<file path="src/hdl/srv_pkg.sv">
package srv_pkg;
    // ----------------------------------------
    // Framing bytes
    // ----------------------------------------
    localparam logic [7:0] HEADER = 8'hFF;
    localparam logic [7:0] SIZE_LOW = 8'h02;
    localparam logic [7:0] SIZE_HIGH = 8'h03;
    localparam logic [7:0] ESCAPE = 8'hFE;
    localparam logic [7:0] ACK = 8'h06;
    localparam logic [7:0] HIGH_BIT = 8'h80;
    // ----------------------------------------
    // Device register addresses
    // ----------------------------------------
    localparam logic [7:0] ADDR_STATUS_LINES = 8'h7A;
    localparam logic [7:0] ADDR_LAST_STRENGTH = 8'h7B;
    localparam logic [7:0] ADDR_AMBIENT = 8'h7C;
    localparam logic [7:0] ADDR_FW_MAJOR = 8'hC0;
    localparam logic [7:0] ADDR_FW_MINOR = 8'hC1;
    localparam logic [7:0] ADDR_FW_INCR = 8'hC2;
    localparam logic [7:0] ADDR_FW_SUFFIX = 8'hC3;
    localparam logic [7:0] ADDR_REFRESH_HIGH = 8'hC4;
    localparam logic [7:0] ADDR_REFRESH_LOW = 8'hC5;
    localparam logic [7:0] ADDR_INDICATORS = 8'hC6;
    // ----------------------------------------
    // Indicator byte fields
    // ----------------------------------------
    localparam int IND_EXCEPTION = 0;
    localparam int IND_TX_AMP = 1;
    localparam int IND_RX_AMP = 2;
    localparam int IND_NEAR_FULL = 3;
    localparam int IND_RADIO_XFER = 4;
    localparam int IND_SER_EMPTY = 5;
    localparam int IND_USED = 6;
    // ----------------------------------------
    // Device timing and counts
    // ----------------------------------------
    localparam int DEBOUNCE_NS = 1000;
    localparam int CLK_NS = 100;
    localparam int DEBOUNCE_CYC = (DEBOUNCE_NS + CLK_NS - 1) / CLK_NS;
    localparam int REFRESH_MIN_WRITES = 8;
    localparam int REFRESH_MAX_WRITES = 150;
    localparam logic [7:0] REFRESH_WRITES_RST = 8'h40;
    localparam logic [15:0] REFRESH_COUNT_RST = 16'h0000;
    // Arbitrary firmware version value
    localparam logic [31:0] FW_VERSION_RST = 32'h0102_0300;
    // ----------------------------------------
    // Host APB map
    // ----------------------------------------
    localparam logic [7:0] APB_CMD = 8'h00;
    localparam logic [7:0] APB_RESULT = 8'h04;
    localparam logic [7:0] APB_INT_STATUS = 8'h08;
    localparam logic [7:0] APB_INT_MASK = 8'h0C;
    localparam int RES_BUSY = 16;
    localparam int RES_ERROR = 17;
    localparam int INT_DONE = 0;
    localparam int INT_ERROR = 1;
    localparam logic [1:0] INT_RST = 2'h0;
endpackage

</file>
<file path="src/hdl/srv_link_if.sv">
`timescale 1ns/1ns
`default_nettype none
interface srv_link_if;
    logic cmd_valid;
    logic [7:0] cmd_byte;
    logic rsp_valid;
    logic [7:0] rsp_byte;
    modport dev (input cmd_valid, input cmd_byte,
                 output rsp_valid, output rsp_byte);
    modport host (output cmd_valid, output cmd_byte,
                  input rsp_valid, input rsp_byte);
endinterface
`default_nettype wire

</file>
<file path="src/hdl/srv_device.sv">
`timescale 1ns/1ns
`default_nettype none
module srv_device #(
    parameter logic [7:0] REFRESH_WRITES = srv_pkg::REFRESH_WRITES_RST,
    parameter logic [31:0] FW_VERSION = srv_pkg::FW_VERSION_RST
) (
    // Clock and reset
    input wire logic pclk,
    input wire logic presetn,
    // Link
    srv_link_if.dev link,
    // Status line pins
    input wire logic [7:0] status_line_n,
    // Radio events
    input wire logic pkt_delivered,
    input wire logic [7:0] pkt_strength,
    output logic ambient_req,
    input wire logic ambient_valid,
    input wire logic [7:0] ambient_sample,
    // Nonvolatile store
    input wire logic nv_write,
    output logic nv_refresh,
    // Indicator states
    input wire logic exception_flag,
    input wire logic tx_amp_active,
    input wire logic rx_amp_active,
    input wire logic near_full,
    input wire logic radio_transfer_active,
    input wire logic serial_buffer_empty
);
    // ----------------------------------------
    // Status line debounce
    // ----------------------------------------
    localparam logic [3:0] DEB_LAST = 4'(srv_pkg::DEBOUNCE_CYC - 1);
    logic [7:0] sync1_r;
    logic [7:0] sync2_r;
    logic [7:0] status_line_levels_r;
    always_ff @(posedge pclk or negedge presetn) begin
        if (!presetn) begin
            sync1_r <= 8'h00;
            sync2_r <= 8'h00;
        end else begin
            sync1_r <= status_line_n;
            sync2_r <= sync1_r;
        end
    end
    // Each line takes a new level once it differs for DEBOUNCE_CYC cycles
    genvar g;
    generate
        for (g = 0; g < 8; g++) begin : g_deb
            logic [3:0] cnt_r;
            always_ff @(posedge pclk or negedge presetn) begin
                if (!presetn) begin
                    cnt_r <= 4'h0;
                    status_line_levels_r[g] <= 1'b0;
                end else if (sync2_r[g] == status_line_levels_r[g]) begin
                    cnt_r <= 4'h0;
                end else if (cnt_r == DEB_LAST) begin
                    cnt_r <= 4'h0;
                    status_line_levels_r[g] <= sync2_r[g];
                end else begin
                    cnt_r <= cnt_r + 4'h1;
                end
            end
        end
    endgenerate
    // ----------------------------------------
    // Strength and refresh state
    // ----------------------------------------
    logic [7:0] last_strength_r;
    logic [7:0] write_cnt_r;
    logic [15:0] refresh_count_r;
    logic refresh_r;
    // Threshold clamped into the allowed window
    wire logic [7:0] refresh_at =
        (REFRESH_WRITES < 8'(srv_pkg::REFRESH_MIN_WRITES)) ?
        8'(srv_pkg::REFRESH_MIN_WRITES) :
        (REFRESH_WRITES > 8'(srv_pkg::REFRESH_MAX_WRITES)) ?
        8'(srv_pkg::REFRESH_MAX_WRITES) : REFRESH_WRITES;
    wire logic refresh_due = nv_write && (write_cnt_r + 8'h01 >= refresh_at);
    always_ff @(posedge pclk or negedge presetn) begin
        if (!presetn) begin
            last_strength_r <= 8'h00;
            write_cnt_r <= 8'h00;
            refresh_count_r <= srv_pkg::REFRESH_COUNT_RST;
            refresh_r <= 1'b0;
        end else begin
            if (pkt_delivered) begin
                last_strength_r <= pkt_strength;
            end
            refresh_r <= refresh_due;
            if (refresh_due) begin
                write_cnt_r <= 8'h00;
                refresh_count_r <= refresh_count_r + 16'h0001;
            end else if (nv_write) begin
                write_cnt_r <= write_cnt_r + 8'h01;
            end
        end
    end
    assign nv_refresh = refresh_r;
    // ----------------------------------------
    // Read decode
    // ----------------------------------------
    wire logic [7:0] indicator_line_states = {2'b00,
        serial_buffer_empty, radio_transfer_active, near_full,
        rx_amp_active, tx_amp_active, exception_flag};
    function automatic logic [7:0] read_value(input logic [7:0] a,
                                              input logic [7:0] sl,
                                              input logic [7:0] ls,
                                              input logic [15:0] rc,
                                              input logic [7:0] ind);
        case (a)
            srv_pkg::ADDR_STATUS_LINES: read_value = sl;
            srv_pkg::ADDR_LAST_STRENGTH: read_value = ls;
            srv_pkg::ADDR_FW_MAJOR: read_value = FW_VERSION[31:24];
            srv_pkg::ADDR_FW_MINOR: read_value = FW_VERSION[23:16];
            srv_pkg::ADDR_FW_INCR: read_value = FW_VERSION[15:8];
            srv_pkg::ADDR_FW_SUFFIX: read_value = FW_VERSION[7:0];
            srv_pkg::ADDR_REFRESH_HIGH: read_value = rc[15:8];
            srv_pkg::ADDR_REFRESH_LOW: read_value = rc[7:0];
            srv_pkg::ADDR_INDICATORS: read_value = ind;
            default: read_value = 8'h00;
        endcase
    endfunction
    // ----------------------------------------
    // Command parser and reply
    // ----------------------------------------
    typedef enum logic [3:0] {
        ST_IDLE = 4'b0000,
        ST_SIZE = 4'b0001,
        ST_ESC1 = 4'b0010,
        ST_ESC2 = 4'b0011,
        ST_ADDR = 4'b0100,
        ST_WDATA = 4'b0101,
        ST_AMB = 4'b0110,
        ST_ACK = 4'b0111,
        ST_RADDR = 4'b1000,
        ST_RVAL = 4'b1001
    } srv_dev_state_e;
    srv_dev_state_e state_r;
    srv_dev_state_e state_nxt;
    logic long_r;
    logic [7:0] addr_r;
    logic [7:0] value_r;
    logic amb_req_r;
    wire logic [7:0] b = link.cmd_byte;
    wire logic v = link.cmd_valid;
    wire logic [7:0] full_addr = long_r ? (b | srv_pkg::HIGH_BIT) : b;
    wire logic is_ambient = full_addr == srv_pkg::ADDR_AMBIENT;
    always_comb begin
        state_nxt = state_r;
        case (state_r)
            ST_IDLE: if (v && b == srv_pkg::HEADER) state_nxt = ST_SIZE;
            ST_SIZE: begin
                if (v) begin
                    state_nxt = (b == srv_pkg::SIZE_LOW ||
                                 b == srv_pkg::SIZE_HIGH) ? ST_ESC1 : ST_IDLE;
                end
            end
            ST_ESC1: begin
                if (v && b == srv_pkg::ESCAPE) begin
                    state_nxt = long_r ? ST_ESC2 : ST_ADDR;
                end else if (v) begin
                    state_nxt = ST_WDATA;
                end
            end
            ST_ESC2: begin
                if (v) begin
                    state_nxt = (b == srv_pkg::ESCAPE) ? ST_ADDR : ST_IDLE;
                end
            end
            ST_ADDR: if (v) state_nxt = is_ambient ? ST_AMB : ST_ACK;
            // Registers are read-only, the value is dropped
            ST_WDATA: if (v) state_nxt = ST_IDLE;
            ST_AMB: if (ambient_valid) state_nxt = ST_ACK;
            ST_ACK: state_nxt = ST_RADDR;
            ST_RADDR: state_nxt = ST_RVAL;
            ST_RVAL: state_nxt = ST_IDLE;
            default: state_nxt = ST_IDLE;
        endcase
    end
    always_ff @(posedge pclk or negedge presetn) begin
        if (!presetn) begin
            state_r <= ST_IDLE;
            long_r <= 1'b0;
            addr_r <= 8'h00;
            value_r <= 8'h00;
            amb_req_r <= 1'b0;
        end else begin
            state_r <= state_nxt;
            amb_req_r <= 1'b0;
            if (state_r == ST_SIZE && v) begin
                long_r <= b == srv_pkg::SIZE_HIGH;
            end
            if (state_r == ST_ADDR && v) begin
                addr_r <= full_addr;
                amb_req_r <= is_ambient;
                value_r <= read_value(full_addr, status_line_levels_r,
                    last_strength_r, refresh_count_r, indicator_line_states);
            end
            if (state_r == ST_AMB && ambient_valid) begin
                value_r <= ambient_sample;
            end
        end
    end
    assign ambient_req = amb_req_r;
    // Reply: acknowledge, full address, value
    assign link.rsp_valid = state_r == ST_ACK || state_r == ST_RADDR ||
                            state_r == ST_RVAL;
    assign link.rsp_byte = (state_r == ST_ACK) ? srv_pkg::ACK :
                           (state_r == ST_RADDR) ? addr_r :
                           (state_r == ST_RVAL) ? value_r : 8'h00;
endmodule
`default_nettype wire

</file>
<file path="src/flat_wrapper.sv">
// flat-port wrapper written by rule: the top's interface ports become plain ports
module srv_device_flat 
#(
    parameter logic [7:0] REFRESH_WRITES = srv_pkg::REFRESH_WRITES_RST,
    parameter logic [31:0] FW_VERSION = srv_pkg::FW_VERSION_RST
)
  (pclk, presetn, status_line_n, pkt_delivered, pkt_strength, ambient_req, ambient_valid, ambient_sample, nv_write, nv_refresh, exception_flag, tx_amp_active, rx_amp_active, near_full, radio_transfer_active, serial_buffer_empty, link_cmd_valid, link_cmd_byte, link_rsp_valid, link_rsp_byte);
  srv_link_if link_i ();
  input wire logic pclk;
  input wire logic presetn;
  input wire logic [7:0] status_line_n;
  input wire logic pkt_delivered;
  input wire logic [7:0] pkt_strength;
  output logic ambient_req;
  input wire logic ambient_valid;
  input wire logic [7:0] ambient_sample;
  input wire logic nv_write;
  output logic nv_refresh;
  input wire logic exception_flag;
  input wire logic tx_amp_active;
  input wire logic rx_amp_active;
  input wire logic near_full;
  input wire logic radio_transfer_active;
  input wire logic serial_buffer_empty;
  input wire logic [$bits(link_i.cmd_valid)-1:0] link_cmd_valid;
  input wire logic [$bits(link_i.cmd_byte)-1:0] link_cmd_byte;
  output wire logic [$bits(link_i.rsp_valid)-1:0] link_rsp_valid;
  output wire logic [$bits(link_i.rsp_byte)-1:0] link_rsp_byte;
  assign link_i.cmd_valid = link_cmd_valid;
  assign link_i.cmd_byte = link_cmd_byte;
  assign link_rsp_valid = link_i.rsp_valid;
  assign link_rsp_byte = link_i.rsp_byte;
  srv_device #(.REFRESH_WRITES(REFRESH_WRITES), .FW_VERSION(FW_VERSION)) u_core (.pclk(pclk), .presetn(presetn), .link(link_i), .status_line_n(status_line_n), .pkt_delivered(pkt_delivered), .pkt_strength(pkt_strength), .ambient_req(ambient_req), .ambient_valid(ambient_valid), .ambient_sample(ambient_sample), .nv_write(nv_write), .nv_refresh(nv_refresh), .exception_flag(exception_flag), .tx_amp_active(tx_amp_active), .rx_amp_active(rx_amp_active), .near_full(near_full), .radio_transfer_active(radio_transfer_active), .serial_buffer_empty(serial_buffer_empty));
endmodule
</file>
<file path="config.mk">
export PLATFORM = sky130hd
export DESIGN_NAME = srv_device_flat
export DESIGN_NICKNAME = d
export VERILOG_FILES = /design/src/hdl/srv_pkg.sv /design/src/hdl/srv_link_if.sv /design/src/hdl/srv_device.sv /design/src/flat_wrapper.sv
export SDC_FILE = /design/constraint.sdc
export NUM_CORES = 1
export LEC_CHECK = 0
export CORE_AREA = 2 2 137 139
export CTS_CLUSTER_DIAMETER = 50
export DETAILED_ROUTE_END_ITERATION = 12
export DIE_AREA = 0 0 139 141
export DONT_BUFFER_PORTS = 1
export PLACE_DENSITY = 0.48
export SETUP_SLACK_MARGIN = 0.15
export SYNTH_ARGS = -nofsm -noshare
export SYNTH_HDL_FRONTEND = slang
export SYNTH_SLANG_ARGS = --single-unit
</file>
<file path="constraint.sdc">
create_clock -name pclk -period 2.03 [get_ports pclk]
set_input_delay 0.203 -clock pclk [delete_from_list [all_inputs] [get_ports pclk]]
set_output_delay 0.203 -clock pclk [all_outputs]
set_load 0.02 [all_outputs]
</file>
==> impl_results.md, run 1 <==
* Post-layout net count at 603
* Met2 WL post-DR at ~5800 um
* CP Cell Sequence: ha_4, nand3_4, o21ba_4, a311oi_4, buf_6, buf_12, mux2_1
* Crit. End Element: register
* R2R cell count at 7
* Cell Area, Synth at around 5300 um^2
* GRT Total Usage at 13.1%
* Final hold slack at -0.459 ns
* Initial core utilization at approximately 29%
* Worst slew pin tran at about 0.53 ns
* Hpwl dp at about 8400 um
* Die area at 19600 um^2
* Slew Limit Fails at 0
* Met3 routed WL at 676 um
* Final worst slack at around 0.19 ns
* Synth area leaders: dfrtp_1 52%, mux2_2 5.9%, ha_1 4.5%
* Worst clock skew at between 0.01 and 0.015 ns
* Flops & latches, synth at about 110
* Maximum capacitance violations at 0
* Synth area leader: dfrtp_1
* Final wirelength at between 10000 and 15000 um
* Post-Syn Area per Cell at 11.0 um^2
* Pre-CTS setup slack at 0.107 ns
* Mux contribution to synthesized area at a little under a tenth
* 1st-iter DRT viols at about 160
* Initial antenna violation count at 2
* Critical path class: register to register
* RSZ-0062 raised after global routing: no
* Period Utilization, post-route at about nine tenths
* Vias at around 3800
* Final setup TNS at 0 ns
* CTS tree: yes
* Failing checks: hold timing
* Top Metal Used: met5
* Met1 Routed Length at ~5600 um
* Wirelength per Cell at ~16 um
* Mapped Nets at about 550
* Crit path largest cell delay at about 0.40 ns
* Synth Area in Simple Gates at 16.1%
* Worst hold-check path type: primary input to asynchronous set/reset pin
* Levels on crit path at 7
* P per Cell Area at 882 nW/um^2
* Vias in the first global route at between 3000 and 4000
* Worst path slowest cell: dfrtp_1
* DRC at 0
* Critical Path RT at roughly 2.3 ns
* Sequential fraction of the synthesis area at about 52%
* Top delay family on crit path: compound AO/OA/AOI/OAI gates
* Layout cell share with drive strength beyond 1 at 16.9%
* Setup Viol. Count Final at 0
* Post-synthesis cell count at roughly 480
* Main combinational cell family by area after synthesis: simple AND/OR/NAND/NOR gates
* Yosys warns at 0
* Clk_lat worst skew at roughly 0.35 ns
* P&R area growth vs syn at 23.2%
* Min cycle time layout at 1.84 ns
* CTS Root Cell: clkbuf_16
* CTS buffer count at 9
* GRT overflow at 0
* Xor/xnor share of the synthesized area at under 10%
* Max clock buf depth at 2
* Core area at around 18000 um^2
* Post-synth top flop: dfrtp_1
* Final std cells w/o fill at just under 800
* CP Buf/Inv Count at 2
* Status: finished with violations
* Crit path launch: u_core.write_cnt_r[0]
* Pin count of the biggest net entering global routing at roughly 110
* Reg-to-reg startpoint: u_core.write_cnt_r[0]
* Clock transition at path regs at 0.07 ns
* Hold Violations, Final at 111
* H-tree depth at 3
* Crit path max fanout at 5
* Drt first pass iters at 4
* Core Rows at 50
* Post-synthesis adder-cell area fraction at under 10%
* Fmax achieved at ~540 MHz
* Top cell type's share of synthesized area at 52.1%
* Leak Pwr at 2.88 nW
* RD Place Congestion at ~0.8
* Die W at 139 um
* Total power at approximately 0.0058 W
* Antenna viol nets, final at 0
* Post-synth cell types at 53
* Global-route wire length before repair at 20200 um
* Async SR Flop Fraction at between 90% and 100%
* CP arrival at slightly above 2 ns
* CP Launch Type: register
* Via/cell ratio at ~4.9
* Number of buffers added on ports at 0
* Compound-Gate Fraction of Synth Area at roughly 8.1%
* Relative slew slack at 64.3%
* Die Height at 141 um
* Clock sinks at 111
* Cts hold-fix bufs at 35
* Number of flops mapped to enable cells by yosys at 0
* Placed cells at between 700 and 800
* I/O pins at 55
* VDD IR max at between 0.3 and 0.4 mV
## sequential cells by signal (all words and copies together) (netlist names)
name / count
u_core.g_deb.cnt_r: 32
u_core.value_r: 8
u_core.last_strength_r: 8
u_core.nv_refresh: 1
u_core.status_line_levels_r: 8
u_core.state_r: 4
u_core.addr_r: 8
u_core.ambient_req: 1
u_core.write_cnt_r: 8
u_core.sync1_r: 8
u_core.long_r: 1
u_core.sync2_r: 8
u_core.refresh_count_r: 16
## through the flow
step | instance area (um^2) | util, %
final | 6560 | 35.9
after global routing | 6560 | 35.9
after CTS | 6400 | 35.0
after detailed placement | 5670 | 31.0
after global placement | 5670 | 31.0
after floorplan | 5330 | -
## synthesized netlist by cell type (all sizes together) (2+ instances only)
cell type  number
a31oi           2
nand3          19
inv            17
o2bb2ai         3
or4             2
o31ai           2
or3             2
mux2           29
xnor2          25
nand3b          9
nor3           12
nor3b           2
or4b            2
a32o            2
nand2b          4
a22o            3
a221oi          4
nor4            3
mux2i          18
and3            6
a22oi           9
clkbuf          9
nand4          10
xor2           19
dfrtp         111
and4            3
nor2           57
o21ai          17
buf             6
a21oi           7
nor2b           5
nand2          32
ha             19
## cell families after synthesis
family | Yosys count
xor gates and xnor gates | 44
adders and majority gates | 19
AOI/OAI and AO/OA | 59
muxes | 47
DFF | 111
and+or+nand+nor | 171
buffers and inverters | 32
## final timing paths
kind                                             end  slack, ns
max                        u_core.refresh_count_r[1]       0.19
min                            u_core.write_cnt_r[2]      -0.46
max reg2reg                u_core.refresh_count_r[1]       0.19
min reg2reg                        u_core.sync2_r[3]       0.35
max in group asynchronous          u_core.state_r[2]       2.35
min in group pclk                  u_core.value_r[2]       0.01
## layer usage
layer  GRT usage (%)  vias up
li1                -     1822
met1            17.2     1905
met2            20.1       77
met3            3.23       16
met4            6.59        2
met5               0        -
## worst reg2reg max path, stage by stage, from the launching register on
cell and delay (ns):
dfrtp_1 0.40, ha_4 0.17, nand3_4 0.09, o21ba_4 0.25, a311oi_4 0.22, buf_6 0.18
buf_12 0.12, mux2_1 0.31
## report_power, final
part	total (W)	internal (W)	switching [W]
Clock	0.00196	0.00112	0.000840
Combinational	0.00100	0.000538	0.000466
Sequential	0.00282	0.00254	0.000276
Total	0.00579	0.00421	0.00158
## cells in the final DEF, fill, tap and decap left out, types with 11 or more instances in the layout
| master | Yosys | final |
|---|---|---|
| xnor2_1 | 25 | 25 |
| buf_4 | 1 | 21 |
| clkbuf_16 | 0 | 11 |
| xor2_1 | 19 | 19 |
| nand2_1 | 32 | 32 |
| ha_1 | 19 | 18 |
| nor2_1 | 57 | 56 |
| mux2i_1 | 18 | 18 |
| dlygate4sd3_1 | 0 | 35 |
| dfrtp_1 | 111 | 107 |
| mux2_2 | 28 | 28 |
| inv_1 | 17 | 15 |
| nor3_1 | 12 | 11 |
| nand3_1 | 19 | 17 |
## repair_timing
action                     4_1_cts  5_1_grt
setup buffers                    3        7
gates resized for setup          5       15
setup endpoints to repair       18       27
hold endpoints to repair       142      111
gates cloned                     0        2
pin swaps                        0        2
## area by class of cell
class                           count  area, um^2
Fill cell                        1844       11700
Sequential cell                   111        2780
Multi-Input combinational cell    340        2480
Timing Repair Buffer               61         609
Tap cell                          234         293
Clock buffer                       10         239
Clock inverter                      6        90.1
Inverter                           17        63.8
Antenna cell                        1        2.50
Power figures use the tool's default switching activity.
==> run 2: changes to the inputs <==
CORE_AREA = 4 4 139 141   (was 2 2 137 139)
DIE_AREA = 0 0 143 145   (was 0 0 139 141)
PLACE_DENSITY = 0.47   (was 0.48)
clock period = 1.9 ns   (was 2.03 ns; I/O delays follow)
==> run 2 against run 1 <==
The run still ends with hold timing left. Non-clock buffer count fell by 8. Highest routed layer is now met4. Critical endpoint is now u_core.state_r[0]. Core utilization fell by 0.28 points. Count of clock-buffer cells in the layout fell by 1. Die area rose by 5.8%. Clock skew fell by 0.0061 ns. First-iteration DRC count rose by 30%. Via count fell by 3.6%. Hold slack got worse by 0.0034 ns. Sequential cell count did not move. Register-to-register slack got worse by 0.07 ns.
==> impl_results.md, run 2 (synthesis gave the netlist of run 1 again) <==
* Clk_lat worst skew at 0.34 ns (was 0.35 ns)
* VDD IR max at 0.498 mV (was 0.387 mV)
* Switching pwr at 0.00161 W (was 0.00158 W)
* Relative slew slack at 54.6% (was 64.3%)
* Hpwl dp at 8250 um (was 8380 um)
* Initial antenna violation count at 1 (was 2)
* Initial core utilization at 29.7% (was 29.2%)
* Drt first pass iters at 4 (unchanged)
* CP arrival at 2.02 ns (was 2.07 ns)
* Critical path class: register to register (unchanged)
* Pin count of the biggest net entering global routing at 112 (unchanged)
* Crit. End Element: register (unchanged)
* Routing usage on met2 at 16.7% (was 20.1%)
* Status: finished with violations (unchanged)
* P&R area growth vs syn at 20.2% (was 23.2%)
* Final hold slack at -0.463 ns (was -0.459 ns)
* Global-route wire length before repair at 19400 um (was 20200 um)
* CTS buffer count at 9 (unchanged)
* Layout cell share with drive strength beyond 1 at 15.7% (was 16.9%)
* Die area at 20700 um^2 (was 19600 um^2)
* Critical Path RT at 2.14 ns (was 2.27 ns)
* Vias in the first global route at 3691 (was 3881)
* DRC at 0 (unchanged)
* Sequential Power Share at 50.3% (was 48.7%)
* Min cycle time layout at 1.78 ns (was 1.84 ns)
* DP Area at 5700 um^2 (was 5670 um^2)
* Final instance area at 6400 um^2 (was 6560 um^2)
* Clock transition at path regs at 0.07 ns (about the same)
* Hold Violations, Final at 111 (unchanged)
* Core Rows at 49 (was 50)
* Fill count at 1764 (was 1844)
* P per Cell Area at 939 nW/um^2 (was 882 nW/um^2)
* Net Sw Frac at 26.8% (was 27.3%)
* Die W at 143 um (was 139 um)
* Gate power share at 17.1% (was 17.4%)
* GRT Total Usage at 11.7% (was 13.1%)
* 1st-iter DRT viols at 212 (was 163)
* Maximum capacitance violations at 0 (unchanged)
* I/O pins at 55 (unchanged)
* Clock power frac at 32.6% (was 33.9%)
* GR Util met3 at 2.37% (was 3.23%)
* Number of buffers added on ports at 0 (unchanged)
* H-tree depth at 3 (unchanged)
* Max clock buf depth at 2 (unchanged)
* Cts hold-fix bufs at 33 (was 35)
* Fmax achieved at 562 MHz (was 544 MHz)
* Worst hold-check path type: primary input to asynchronous set/reset pin (unchanged)
* Global route hottest layer: met1 (was met2)
* Core area at 18000 um^2 (was 18300 um^2)
* Top reg by flops: u_core.g_deb.cnt_r (unchanged)
* Leak Pwr at 2.81 nW (was 2.88 nW)
* CTS Root Cell: clkbuf_16 (unchanged)
* Vias at 3684 (was 3822)
* Period Utilization, post-route at 93.7% (was 90.6%)
* Via/cell ratio at 4.82 (was 4.90)
* Post-layout util at 35.6% (was 35.9%)
* CP Launch Type: register (unchanged)
* Setup Viol. Count Final at 0 (unchanged)
* Slew Limit Fails at 0 (unchanged)
* Clock sinks at 111 (unchanged)
* Int Pwr at 0.00440 W (was 0.00421 W)
* Wirelength per Cell at 15.3 um (was 15.8 um)
* Antenna viol nets, final at 0 (unchanged)
* Met1 usage at 17.0% (was 17.2%)
* Final setup TNS at 0 ns (unchanged)
* Final wirelength at 11700 um (was 12300 um)
* Worst slew pin tran at 0.675 ns (was 0.534 ns)
* RSZ-0062 raised after global routing: yes (was no)
* Die Height at 145 um (was 141 um)
* Failing checks: hold timing (unchanged)
* Most frequent cells in the layout: 109 x dfrtp_1, 56 x nor2_1, 33 x dlygate4sd3_1 (was 107 x dfrtp_1, 56 x nor2_1, 35 x dlygate4sd3_1)
* Commonest non-fill, non-tap cell in the layout: dfrtp_1 (unchanged)
* Crit path max fanout at 4 (was 5)
* RD Place Congestion at 0.808 (was 0.780)
* Post-layout net count at 595 (was 603)
* CTS tree: yes (unchanged)
* Worst clock skew at 0.00629 ns (was 0.0124 ns)
* Biggest registers after layout: u_core.g_deb.cnt_r x32, u_core.refresh_count_r x16 (unchanged)
* Max reg flops at 32 (unchanged)
* GRT overflow at 0 (unchanged)
==> run 2: changes by cell type in the layout (fill, tap and decap cells not counted), sizes merged <==
cell,previous run,this run
clkbuf,12,9
clkinvlp,1,0
buf,24,20
dlygate4sd3,35,33
clkinv,1,2
inv,19,17
==> run 2: power groups by stage <==
stage	registers, W	logic (W)	clock network [W]
floorplan	0.00296	0.000759	0
global placement	0.00307	0.000890	0
detailed placement	0.00308	0.000911	0
CTS	0.00303	0.000985	0.00206
global route	0.00308	0.00117	0.00216
finish	0.00302	0.00103	0.00196
==> run 2: critical path: stages, from the launching register on <==
cell	delay [ns]
dfrtp_1	0.40
or3_4	0.38
or4_1	0.48
a22o_1	0.19
a22o_1	0.22
==> run 2: final cells by class <==
class / instances / area, um^2 / area share [%]
repair buffers: 53 / 497 / 7.76
multi-input cells: 340 / 2470 / 38.6
clock inverters: 4 / 73.8 / 1.15
flip-flops and latches: 111 / 2780 / 43.4
inverters: 17 / 63.8 / 0.997
well taps: 229 / 287 / 4.48
clock buffers: 9 / 225 / 3.52
diodes: 1 / 2.50 / 0.0391
==> run 2: routing by layer <==
layer | wire length (um) | up-vias
li1 | - | 1796
met1 | 5760 | 1797
met2 | 5100 | 74
met3 | 537 | 17
met4 | 303 | 0
met5 | 0 | -
==> run 2: path summary, 6_finish.rpt <==
kind | start | endpoint | slack [ns] | cells after the start
min reg2reg | u_core.sync1_r[5] | u_core.sync2_r[5] | 0.35 | 0
min | presetn | u_core.refresh_count_r[4] | -0.46 | 0
max in group asynchronous | presetn | u_core.g_deb[6].cnt_r[3] | 2.20 | 0
max | u_core.long_r | u_core.state_r[0] | 0.12 | 4
min in group pclk | ambient_sample[0] | u_core.value_r[0] | 0.01 | 2
max reg2reg | u_core.long_r | u_core.state_r[0] | 0.12 | 4
==> run 2: repair_timing <==
action                                  CTS  global route
endpoints found under the hold margin   140           111
endpoints found under the setup margin   18            29
pin swaps                                 0             1
buffers inserted                          3             2
gates resized for setup                   4            10
==> run 2: per-stage QoR <==
stage	hold slack, ns	power, W	worst slack (ns)	cells
floorplan	-0.106	0.00372	0.114	483
CTS	-0.483	0.00608	0.109	761
global placement	-0.0996	0.00395	0.103	712
finish	-0.463	0.00601	0.119	764
global route	-0.487	0.00640	0.0685	764
detailed placement	-0.0987	0.00399	0.0813	712
